--- src/logic/lock_ctl_pkg.sv ---
/*
 * Package for the PLL counter-reset and lock-detect block: control field
 * positions, pin output-select codes, window timing constants and states.
 * Assumes a single 20 MHz system clock; register offsets are chosen locally.
 */
package lock_ctl_pkg;
    localparam int unsigned CLK_HZ = 20_000_000;
    localparam int unsigned CLK_NS = 50;

    // register word addresses
    localparam logic [3:0] A_ANTIBL = 4'h0;  // 0x017
    localparam logic [3:0] A_LDCTL  = 4'h1;  // 0x018
    localparam logic [3:0] A_SYNDLY = 4'h2;  // 0x019
    localparam logic [3:0] A_LDSEL  = 4'h3;  // 0x01A
    localparam logic [3:0] A_MONSEL = 4'h4;  // 0x01B
    localparam logic [3:0] A_RDIV   = 4'h5;
    localparam logic [3:0] A_NDIV   = 4'h6;
    localparam logic [3:0] A_STAT   = 4'h7;
    localparam logic [3:0] A_IRQST  = 4'h8;
    localparam logic [3:0] A_IRQMSK = 4'h9;
    localparam logic [3:0] A_CSTERM = 4'hA;

    // field positions
    localparam int ABL_LO     = 0;   // anti-backlash width [1:0]
    localparam int STSEL_LO   = 2;   // status pin select [7:2]
    localparam int LDCNT_LO   = 5;   // lock count [6:5]
    localparam int LDWIN_BIT  = 4;   // lock window range
    localparam int SYNRST_LO  = 6;   // pin counter reset [7:6]
    localparam int RDLY_LO    = 0;   // reference delay code [2:0]
    localparam int RDLYEN_BIT = 3;
    localparam int NDLY_LO    = 4;   // feedback delay code [4], enable at [5]
    localparam int NDLYEN_BIT = 5;
    localparam int ST_LOCK    = 0;
    localparam int ST_CMP     = 1;
    localparam int ST_REFERENCE_MONITOR_PIN  = 2;

    // output selector codes
    localparam logic [5:0] SEL_DLD    = 6'h01;
    localparam logic [5:0] SEL_ALD_N  = 6'h02;
    localparam logic [5:0] SEL_ALD_P  = 6'h03;
    localparam logic [5:0] SEL_CSRC   = 6'h04;
    localparam logic [5:0] SEL_CMP_H  = 6'h05;
    localparam logic [5:0] SEL_CMP_L  = 6'h06;
    localparam logic [4:0] MON_DLD    = 5'h01;
    localparam logic [4:0] MON_CMP_H  = 5'h05;
    localparam logic [4:0] MON_CMP_L  = 5'h06;

    // reset values
    localparam logic [7:0] RST_SYNDLY = 8'h00;
    localparam logic [13:0] RST_RDIV  = 14'h0001;
    localparam logic [7:0] RST_CSTERM = 8'h10;

    // delay cell: 8 steps over about 1 ns, one step is one fast tick
    localparam int unsigned DLY_TOTAL_PS = 1000;
    localparam int unsigned DLY_STEPS    = 8;

    // lock windows in sampling ticks: lock, unlock wider than lock
    localparam logic [7:0] WIN_LOCK_HI   = 8'h03;
    localparam logic [7:0] WIN_LOCK_LO   = 8'h01;
    localparam logic [7:0] WIN_UNLK_HI   = 8'h06;
    localparam logic [7:0] WIN_UNLK_LO   = 8'h02;
    localparam logic [7:0] DIFF_MAX      = 8'hFF;

    // prescaler modes, field [2:0] of the N control word
    localparam logic [2:0] PM_FD1  = 3'h0;
    localparam logic [2:0] PM_FD2  = 3'h1;
    localparam logic [2:0] PM_FD3  = 3'h2;
    localparam logic [2:0] PM_DM2  = 3'h3;
    localparam logic [2:0] PM_DM4  = 3'h4;
    localparam logic [2:0] PM_DM8  = 3'h5;
    localparam logic [2:0] PM_DM16 = 3'h6;
    localparam logic [2:0] PM_DM32 = 3'h7;

    localparam logic [3:0] IRQ_LOCK   = 4'h1;
    localparam logic [3:0] IRQ_UNLOCK = 4'h2;
    localparam logic [3:0] IRQ_CMP    = 4'h4;
    localparam logic [3:0] IRQ_SYNC   = 4'h8;

    typedef enum logic [1:0]
    {
        DET_IDLE = 2'b00,
        DET_REF  = 2'b01,
        DET_FB   = 2'b10
    } det_state_type;
endpackage
--- src/logic/lock_ctl.sv ---
/*
 * PLL digital control: reference/feedback divider counters with pin reset,
 * delay on both divider outputs, digital lock detect with hysteresis,
 * pulse and current-source lock pin modes, and lock-pin comparator model.
 * Assumes ref_in and vco_in are ref_clk-synchronous edge enables.
 */
// Our own choices: the plain strobed port and the register offsets.
`timescale 1ns/1ps
`default_nettype none

module lock_ctl
    import lock_ctl_pkg::*;
(
    input  wire logic        ref_clk,
    input  wire logic        sys_rst,
    input  wire logic        clk_en,
    input  wire logic [3:0]  addr,
    input  wire logic [15:0] wdata,
    input  wire logic        wr,
    input  wire logic        rd,
    output var  logic [15:0] rdata,
    input  wire logic        ref_in,
    input  wire logic        vco_in,
    input  wire logic        realign_n,
    output var  logic        ref_pfd,
    output var  logic        fb_pfd,
    output var  logic        lock_status_pin,
    output var  logic        lock_status_oe,
    output var  logic        status_pin,
    output var  logic        reference_monitor_pin,
    output var  logic        irq
);
    typedef struct packed {
        logic [7:0]    antibl;
        logic [7:0]    ldctl;
        logic [7:0]    syndly;
        logic [5:0]    ldsel;
        logic [4:0]    monsel;
        logic [13:0]   rdiv;
        logic [15:0]   ndiv;
        logic [7:0]    cs_term;
        logic [3:0]    irq_st;
        logic [3:0]    irq_msk;
        logic [13:0]   rcnt;
        logic [5:0]    pcnt;
        logic [7:0]    bcnt;
        logic [5:0]    acnt;
        logic          dm_hi;
        logic [7:0]    rdel;
        logic [7:0]    ndel;
        det_state_type det;
        logic [7:0]    diff;
        logic [2:0]    cons;
        logic          digital_lock_indicator;
        logic [7:0]    charge;
        logic          cmp;
        logic          realign_q;
        logic [15:0]   rdata;
        logic          ref_pfd;
        logic          fb_pfd;
        logic          ld_pin;
        logic          ld_oe;
        logic          st_pin;
        logic          mon_pin;
        logic          irq;
    } state_type;

    state_type s_q, s_d;

    // prescaler modulus per mode; fixed-divide modes return 1..3
    function automatic logic [5:0] pre_val(input logic [2:0] m);
        case (m)
            PM_FD1:  pre_val = 6'h01;
            PM_FD2:  pre_val = 6'h02;
            PM_FD3:  pre_val = 6'h03;
            PM_DM2:  pre_val = 6'h02;
            PM_DM4:  pre_val = 6'h04;
            PM_DM8:  pre_val = 6'h08;
            PM_DM16: pre_val = 6'h10;
            default: pre_val = 6'h20;
        endcase
    endfunction

    function automatic logic sel_out(input logic [5:0] sel,
                                     input logic d, input logic c);
        case (sel)
            SEL_DLD:   sel_out = d;
            SEL_CMP_H: sel_out = c;
            SEL_CMP_L: sel_out = ~c;
            default:   sel_out = 1'b0;
        endcase
    endfunction

    logic       dm;
    logic [5:0] pval;
    logic [7:0] bval;
    logic [5:0] aval;
    logic       byp_b;
    logic       pdone;
    logic       fb_tick;
    logic       r_tick;
    logic       cnt_rst;
    logic [7:0] win_lock;
    logic [7:0] win_unlk;
    logic [2:0] need;
    logic       cyc_done;
    logic [7:0] cyc_diff;
    logic       ld_sig;
    logic [3:0] ev;

    always_comb
    begin
        s_d = s_q;
        dm = s_q.ndiv[2:0] >= PM_DM2;
        pval = pre_val(s_q.ndiv[2:0]);
        bval = s_q.ndiv[15:8];
        aval = s_q.ndiv[7:3] == 5'h00 ? 6'h00 : {1'b0, s_q.ndiv[7:3]};
        byp_b = bval == 8'h01;
        fb_tick = 1'b0;
        r_tick = 1'b0;
        cyc_done = 1'b0;
        cyc_diff = 8'h00;
        pdone = 1'b0;
        ev = 4'h0;

        // realign pin resets R, A, B together when enabled
        s_d.realign_q = realign_n;
        cnt_rst = (s_q.syndly[SYNRST_LO +: 2] != 2'b00)
                  && !realign_n && s_q.realign_q;
        if (cnt_rst)
            ev = ev | IRQ_SYNC;

        // reference divider: 0 and 1 both divide by one
        if (ref_in)
        begin
            if (s_q.rdiv <= 14'h0001 || s_q.rcnt >= s_q.rdiv - 14'h0001)
            begin
                s_d.rcnt = 14'h0000;
                r_tick = 1'b1;
            end
            else
                s_d.rcnt = s_q.rcnt + 14'h0001;
        end

        // N = P*B + A: A cycles at P+1, remaining B-A cycles at P
        if (vco_in)
        begin
            pdone = s_q.pcnt >= pval - (s_q.dm_hi ? 6'h00 : 6'h01);
            if (pdone)
            begin
                s_d.pcnt = 6'h00;
                if (byp_b)
                    fb_tick = 1'b1;
                else if (s_q.bcnt >= bval - 8'h01)
                begin
                    s_d.bcnt = 8'h00;
                    s_d.acnt = 6'h00;
                    fb_tick = 1'b1;
                end
                else
                    s_d.bcnt = s_q.bcnt + 8'h01;
                if (dm && !byp_b && s_q.acnt < aval)
                    s_d.acnt = s_q.acnt + 6'h01;
            end
            else
                s_d.pcnt = s_q.pcnt + 6'h01;
        end
        // fixed divide ignores A entirely
        s_d.dm_hi = dm && !byp_b && s_d.acnt < aval;

        if (cnt_rst)
        begin
            s_d.rcnt = 14'h0000;
            s_d.acnt = 6'h00;
            s_d.bcnt = 8'h00;
            s_d.pcnt = 6'h00;
            s_d.dm_hi = dm && aval != 6'h00;
            r_tick = 1'b0;
            fb_tick = 1'b0;
        end

        // delay lines: one fast tick per step, bypassed when disabled
        s_d.rdel = {s_q.rdel[6:0], r_tick};
        s_d.ndel = {s_q.ndel[6:0], fb_tick};
        s_d.ref_pfd = s_q.syndly[RDLYEN_BIT]
                      ? s_d.rdel[s_q.syndly[RDLY_LO +: 3]] : r_tick;
        s_d.fb_pfd = s_q.syndly[NDLYEN_BIT]
                     ? s_d.ndel[{2'b00, s_q.syndly[NDLY_LO]}]
                     : fb_tick;

        // thresholds from range bit and anti-backlash width
        win_lock = (s_q.ldctl[LDWIN_BIT] ? WIN_LOCK_LO : WIN_LOCK_HI)
                   + {6'h00, s_q.antibl[ABL_LO +: 2]};
        win_unlk = (s_q.ldctl[LDWIN_BIT] ? WIN_UNLK_LO : WIN_UNLK_HI)
                   + {5'h00, s_q.antibl[ABL_LO +: 2], 1'b0};
        need = 3'h5 - {1'b0, s_q.ldctl[LDCNT_LO +: 2]};

        // measure ticks between paired edges of the two detector inputs
        case (s_q.det)
            DET_IDLE:
            begin
                s_d.diff = 8'h00;
                if (s_d.ref_pfd && s_d.fb_pfd)
                    cyc_done = 1'b1;
                else if (s_d.ref_pfd)
                    s_d.det = DET_REF;
                else if (s_d.fb_pfd)
                    s_d.det = DET_FB;
            end
            DET_REF, DET_FB:
            begin
                if (s_q.diff != DIFF_MAX)
                    s_d.diff = s_q.diff + 8'h01;
                if ((s_q.det == DET_REF && s_d.fb_pfd)
                    || (s_q.det == DET_FB && s_d.ref_pfd))
                begin
                    cyc_done = 1'b1;
                    cyc_diff = s_d.diff;
                    s_d.det = DET_IDLE;
                end
            end
            default: s_d.det = DET_IDLE;
        endcase

        // lock after consecutive good cycles; drop on one bad cycle
        if (cyc_done)
        begin
            if (cyc_diff < win_lock)
            begin
                if (s_q.cons < need)
                    s_d.cons = s_q.cons + 3'h1;
            end
            else
                s_d.cons = 3'h0;
            if (!s_q.digital_lock_indicator && cyc_diff < win_lock && s_q.cons + 3'h1 >= need)
            begin
                s_d.digital_lock_indicator = 1'b1;
                ev = ev | IRQ_LOCK;
            end
            else if (s_q.digital_lock_indicator && cyc_diff > win_unlk)
            begin
                s_d.digital_lock_indicator = 1'b0;
                s_d.cons = 3'h0;
                ev = ev | IRQ_UNLOCK;
            end
        end

        // charge model: grows while locked, cleared at once otherwise
        if (!s_d.digital_lock_indicator)
            s_d.charge = 8'h00;
        else if (cyc_done && s_q.charge != DIFF_MAX)
            s_d.charge = s_q.charge + 8'h01;
        s_d.cmp = s_d.charge >= s_q.cs_term;
        if (s_d.cmp && !s_q.cmp)
            ev = ev | IRQ_CMP;

        // lock pin: open-drain pulse modes, current source, plain selects
        ld_sig = s_q.det != DET_IDLE;
        case (s_q.ldsel)
            SEL_ALD_N:
            begin
                s_d.ld_pin = 1'b0;
                s_d.ld_oe = ld_sig;
            end
            SEL_ALD_P:
            begin
                s_d.ld_pin = 1'b1;
                s_d.ld_oe = ld_sig;
            end
            SEL_CSRC:
            begin
                s_d.ld_pin = s_d.digital_lock_indicator;
                s_d.ld_oe = 1'b1;
            end
            default:
            begin
                s_d.ld_pin = sel_out(s_q.ldsel, s_d.digital_lock_indicator, s_d.cmp);
                s_d.ld_oe = 1'b1;
            end
        endcase
        s_d.st_pin = sel_out(s_q.antibl[STSEL_LO +: 6],
                             s_d.digital_lock_indicator, s_d.cmp);
        s_d.mon_pin = sel_out({1'b0, s_q.monsel},
                              s_d.digital_lock_indicator, s_d.cmp);

        // register port
        s_d.rdata = 16'h0000;
        if (wr)
        begin
            case (addr)
                A_ANTIBL: s_d.antibl = wdata[7:0];
                A_LDCTL:  s_d.ldctl = wdata[7:0];
                A_SYNDLY: s_d.syndly = wdata[7:0];
                A_LDSEL:  s_d.ldsel = wdata[5:0];
                A_MONSEL: s_d.monsel = wdata[4:0];
                A_RDIV:   s_d.rdiv = wdata[13:0];
                A_NDIV:   s_d.ndiv = wdata;
                A_IRQMSK: s_d.irq_msk = wdata[3:0];
                A_CSTERM: s_d.cs_term = wdata[7:0];
                default:  s_d.irq_msk = s_q.irq_msk;
            endcase
        end
        else if (rd)
        begin
            case (addr)
                A_ANTIBL: s_d.rdata = {8'h00, s_q.antibl};
                A_LDCTL:  s_d.rdata = {8'h00, s_q.ldctl};
                A_SYNDLY: s_d.rdata = {8'h00, s_q.syndly};
                A_LDSEL:  s_d.rdata = {10'h000, s_q.ldsel};
                A_MONSEL: s_d.rdata = {11'h000, s_q.monsel};
                A_RDIV:   s_d.rdata = {2'h0, s_q.rdiv};
                A_NDIV:   s_d.rdata = s_q.ndiv;
                A_STAT:   s_d.rdata = {13'h0000, s_q.mon_pin,
                                       s_q.cmp, s_q.digital_lock_indicator};
                A_IRQST:  s_d.rdata = {12'h000, s_q.irq_st};
                A_IRQMSK: s_d.rdata = {12'h000, s_q.irq_msk};
                A_CSTERM: s_d.rdata = {8'h00, s_q.cs_term};
                default:  s_d.rdata = 16'h0000;
            endcase
        end
        // read clears; an event in the same cycle wins over the clear
        if (rd && !wr && addr == A_IRQST)
            s_d.irq_st = ev;
        else
            s_d.irq_st = s_q.irq_st | ev;
        s_d.irq = |(s_d.irq_st & s_d.irq_msk);
    end

    always_ff @(posedge ref_clk or posedge sys_rst)
    begin
        if (sys_rst)
        begin
            s_q <= '0;
            s_q.syndly <= RST_SYNDLY;
            s_q.rdiv <= RST_RDIV;
            s_q.cs_term <= RST_CSTERM;
            s_q.realign_q <= 1'b1;
            s_q.ld_oe <= 1'b1;
            s_q.det <= DET_IDLE;
        end
        else if (clk_en)
            s_q <= s_d;
    end

    assign rdata = s_q.rdata;
    assign ref_pfd = s_q.ref_pfd;
    assign fb_pfd = s_q.fb_pfd;
    assign lock_status_pin = s_q.ld_pin;
    assign lock_status_oe = s_q.ld_oe;
    assign status_pin = s_q.st_pin;
    assign reference_monitor_pin = s_q.mon_pin;
    assign irq = s_q.irq;
endmodule

`default_nettype wire

--- config.mk ---
export PLATFORM = sky130hd
export DESIGN_NAME = lock_ctl
export DESIGN_NICKNAME = d
export VERILOG_FILES = /design/src/logic/lock_ctl_pkg.sv /design/src/logic/lock_ctl.sv
export SDC_FILE = /design/constraint.sdc
export NUM_CORES = 1
export LEC_CHECK = 0
export ABC_CLOCK_PERIOD_IN_PS = 18600
export BUFFER_PORTS_ARGS = -buffer_cell sky130_fd_sc_hd__buf_2
export CORE_MARGIN = 2
export CORE_UTILIZATION = 40
export CTS_CLUSTER_SIZE = 30
export DETAILED_ROUTE_END_ITERATION = 10
export GPL_TIMING_DRIVEN = 0
export SYNTH_ARGS = -nofsm -noshare
export SYNTH_HDL_FRONTEND = slang
export SYNTH_SLANG_ARGS = --single-unit
--- constraint.sdc ---
create_clock -name ref_clk -period 18.6 [get_ports ref_clk]
set_input_delay 1.86 -clock ref_clk [delete_from_list [all_inputs] [get_ports ref_clk]]
set_output_delay 1.86 -clock ref_clk [all_outputs]
set_load 0.02 [all_outputs]
==> key figures <==
Die
  – Die height: 167.3 um
  – Core Area: 0.02613 mm2
  – Die width: 167.3 um
  – Die outline area: 0.02799 mm2
  – Initial cell density of the core: 40.82%
  – I/O pin cnt: 51
  – FP Rows: 59

Clock network
  – # Post-CTS Setup Buffers: 0
  – CTS root buf: clkbuf_16
  – Post-CTS Resized: 0
  – Max clock buf depth: 2
  – Clock sinks: 171
  – H-tree depth: 4
  – Clk slew on worst S/H paths: 0.07 ns
  – CTS tree: built
  – Hold-fix buffers, CTS: 0
  – Clk_lat worst skew: 0.44 ns
  – Clock buffer count from CTS: 17

Timing
  – Hold_ws: 0.4917 ns
  – Max Transition Viols Final: 0
  – Max_slew headroom: 20.89%
  – RSZ-0062 raised after global routing: false
  – Final worst slack: 10.00 ns
  – Setup TNS: 0 ns
  – Clk_skew: 0.009951 ns
  – Max Fclk: 0.1163 GHz
  – Fin crit share: 46.22%
  – Worst-margin pin slew: 1.178 ns
  – Final Setup Violations: 0
  – Final hold vios: 0
  – Post-layout min period: 8.597 ns

Route
  – Vias: 8681
  – Post-DRT Antenna Nets: 0
  – Routed WL: 28940 um
  – DRT Pass-1 Iters: 10
  – Vias/cell: 5.711
  – Detailed Route Iter0 Violations: 762
  – DR WL/cell: 19.04 um
  – # DRC: 6

Run
  – Max-Cap Viols: 0

Global route
  – First-pass GRT wire length: 46440 um
  – GRT overflow: 0
  – Largest net degree at the start of global routing: 95
  – Initial antenna violation count: 0
  – GRT Overall Usage: 21.21%
  – Vias in the first global route: 8246

Pwr
  – Sw frac: 36.81%
  – P_leak: 5.372 nW
  – PwrDens: 103.8 mW/mm2
  – Total power: 1.238 mW
  – Peak supply drop: 0.04387 mV
  – Gate power share: 29.8%
  – Power share of the sequential group: 41.0%
  – Net Sw Power: 455.5 uW
  – Int Pwr: 782.1 uW
  – Clock power share: 29.1%

Setup path
  – Worst R2R Start: s_q[134]
  – Worst r2r dst: lock_status_pin
  – Worst reg2reg path depth: 34
  – Critical path's largest stage delay: 0.69 ns
  – CP endpoint kind: flop
  – Reg2Reg Setup Slack: 10.00 ns
  – Setup crit start kind: flop
  – Highest fanout seen on the critical path: 10
  – Critical path type: reg -> reg
  – Crit-path slowest cell: a21oi_1
  – CP Data Arrival Time: 8.98 ns
  – Worst EP required: 18.98 ns

Synthesis
  – Post-synth EDFFs: 0
  – Async SR Flop Fraction: 100.0%
  – Yosys cell types: 78
  – Synth top area cells: dfrtp_1 39%, ha_1 8.4%, mux2_2 7.8%
  – Yosys top cell area share: 39.17%
  – YS warnings: 0
  – Syn Std Cell Area: 0.01067 mm2
  – Sequential share of the synthesized area: 40.16%
  – Syn_nets: 1208
  – Ys flop type: dfrtp_1
  – Gate Count Post-Synth: 1107
  – Area leader, netlist: dfrtp_1
  – Avg Inst Size Synth: 9.637 um2
  – Synthesized flop and latch total: 171

Min path
  – Hold_sp: rdata[10]
  – Worst Hold Endpoint: rdata[10]
  – Worst min path class: reg -> reg
  – WHS Path Cells: 1

Final layout
  – Commonest non-fill, non-tap cell in the layout: dfrtp_1
  – Reg area: 0.004284 mm2
  – Area Growth Syn to Fin: 11.76%
  – Layout cell share with drive strength beyond 1: 16.79%
  – # fillers: 2566
  – Diode count: 0
  – Most frequent cells in the layout: 167 x dfrtp_1, 95 x nand2_1, 85 x nor2_1
  – Final Util: 45.62%
  – # nets final: 1273
  – Multi-input gate area: 0.005896 mm2

Outcome
  – Status: finished, violations left
  – Violated checks: design-rule violations

Place
  – Port bufs: 45
  – Pre-CTS worst setup slack: 10.05 ns
  – Post-detail-place hpwl: 21120 um
  – Final Wtd Congestion: 0.9624
## cell type report
class	instances	area share, %
Timing Repair Buffer	46	2.120
Clock buffer	19	3.715
Tap cell	335	3.516
Sequential cell	171	35.93
Inverter	53	1.732
Clock inverter	13	1.112
Multi-Input combinational cell	825	49.45
Buffer	58	2.424
## cell families after synthesis
logic type	synth area share [%]
mux	9.500
simple gates	16.66
fa+ha+maj	8.632
compound gates	17.28
buf+inv	4.574
flops	40.16
xor+xnor	3.202
## layer usage
| metal | GRT usage [%] | up-vias | wire [um] |
|---|---|---|---|
| met5 | 0 | - | 0 |
| met4 | 5.633 | 0 | 607 |
| met3 | 4.845 | 45 | 1752 |
| met2 | 32.40 | 250 | 12840 |
| met1 | 30.40 | 4227 | 13740 |
| li1 | - | 4159 | - |
## Yosys cell counts (9+ instances only)
cell,count
o21ai_0,79
mux2_2,74
clkbuf_1,34
mux2i_1,9
and3_1,10
o2bb2ai_1,14
nor2b_1,20
nor4_1,9
a22o_1,16
nor2_1,85
nand4_1,13
nand3_1,45
nand2b_1,21
dfrtp_1,167
xnor2_1,27
inv_1,53
o31ai_1,13
a31oi_1,9
a21oi_1,48
nor3_1,19
a21o_1,18
nand2_1,95
xor2_1,12
ha_1,72
buf_4,16
a22oi_1,11
## registers in the layout (all words and copies together) (netlist names)
signal                 flops
bval                       8
fb_pfd                     1
irq                        1
lock_status_oe             1
lock_status_pin            1
rdata                     16
ref_pfd                    1
reference_monitor_pin      1
s_d                        8
s_q                      132
status_pin                 1
## power by group through the flow
stage	registers [mW]	logic [mW]	clock network, mW
final	0.508	0.369	0.361
after CTS	0.506	0.370	0.365
after global routing	0.515	0.421	0.382
after floorplan	0.487	0.283	0
after detailed placement	0.513	0.366	0
after global placement	0.511	0.357	0
## through the flow
step / instance area (um2) / instances
6_report: 11920 / 1520
2_1_floorplan: 10670 / 1107
3_5_place_dp: 11350 / 1488
4_1_cts: 11920 / 1520
3_3_place_gp: 11310 / 1487
5_1_grt: 11920 / 1520
## worst max path at each step
stage	from	end	slack (ns)	cells after the start
after floorplan	s_q[134]	lock_status_pin	11.63	34
after global placement	sys_rst	s_q[73]	9.85	2
after detailed placement	s_q[134]	lock_status_pin	10.05	34
after CTS	s_q[134]	lock_status_pin	9.99	34
after global routing	s_q[134]	lock_status_pin	9.35	34
final	s_q[134]	lock_status_pin	10.00	34
## critical path: cells and delay by family, from the launching register on
kind | cells | cell delay [ns]
adders and majority gates | 3 | 0.78
DFF | 1 | 0.48
xor gates and xnor gates | 1 | 0.11
muxes | 1 | 0.41
and+or+nand+nor | 7 | 1.62
buffers and inverters | 2 | 0.43
AOI/OAI and AO/OA | 20 | 4.71
Power figures use the tool's default switching activity.
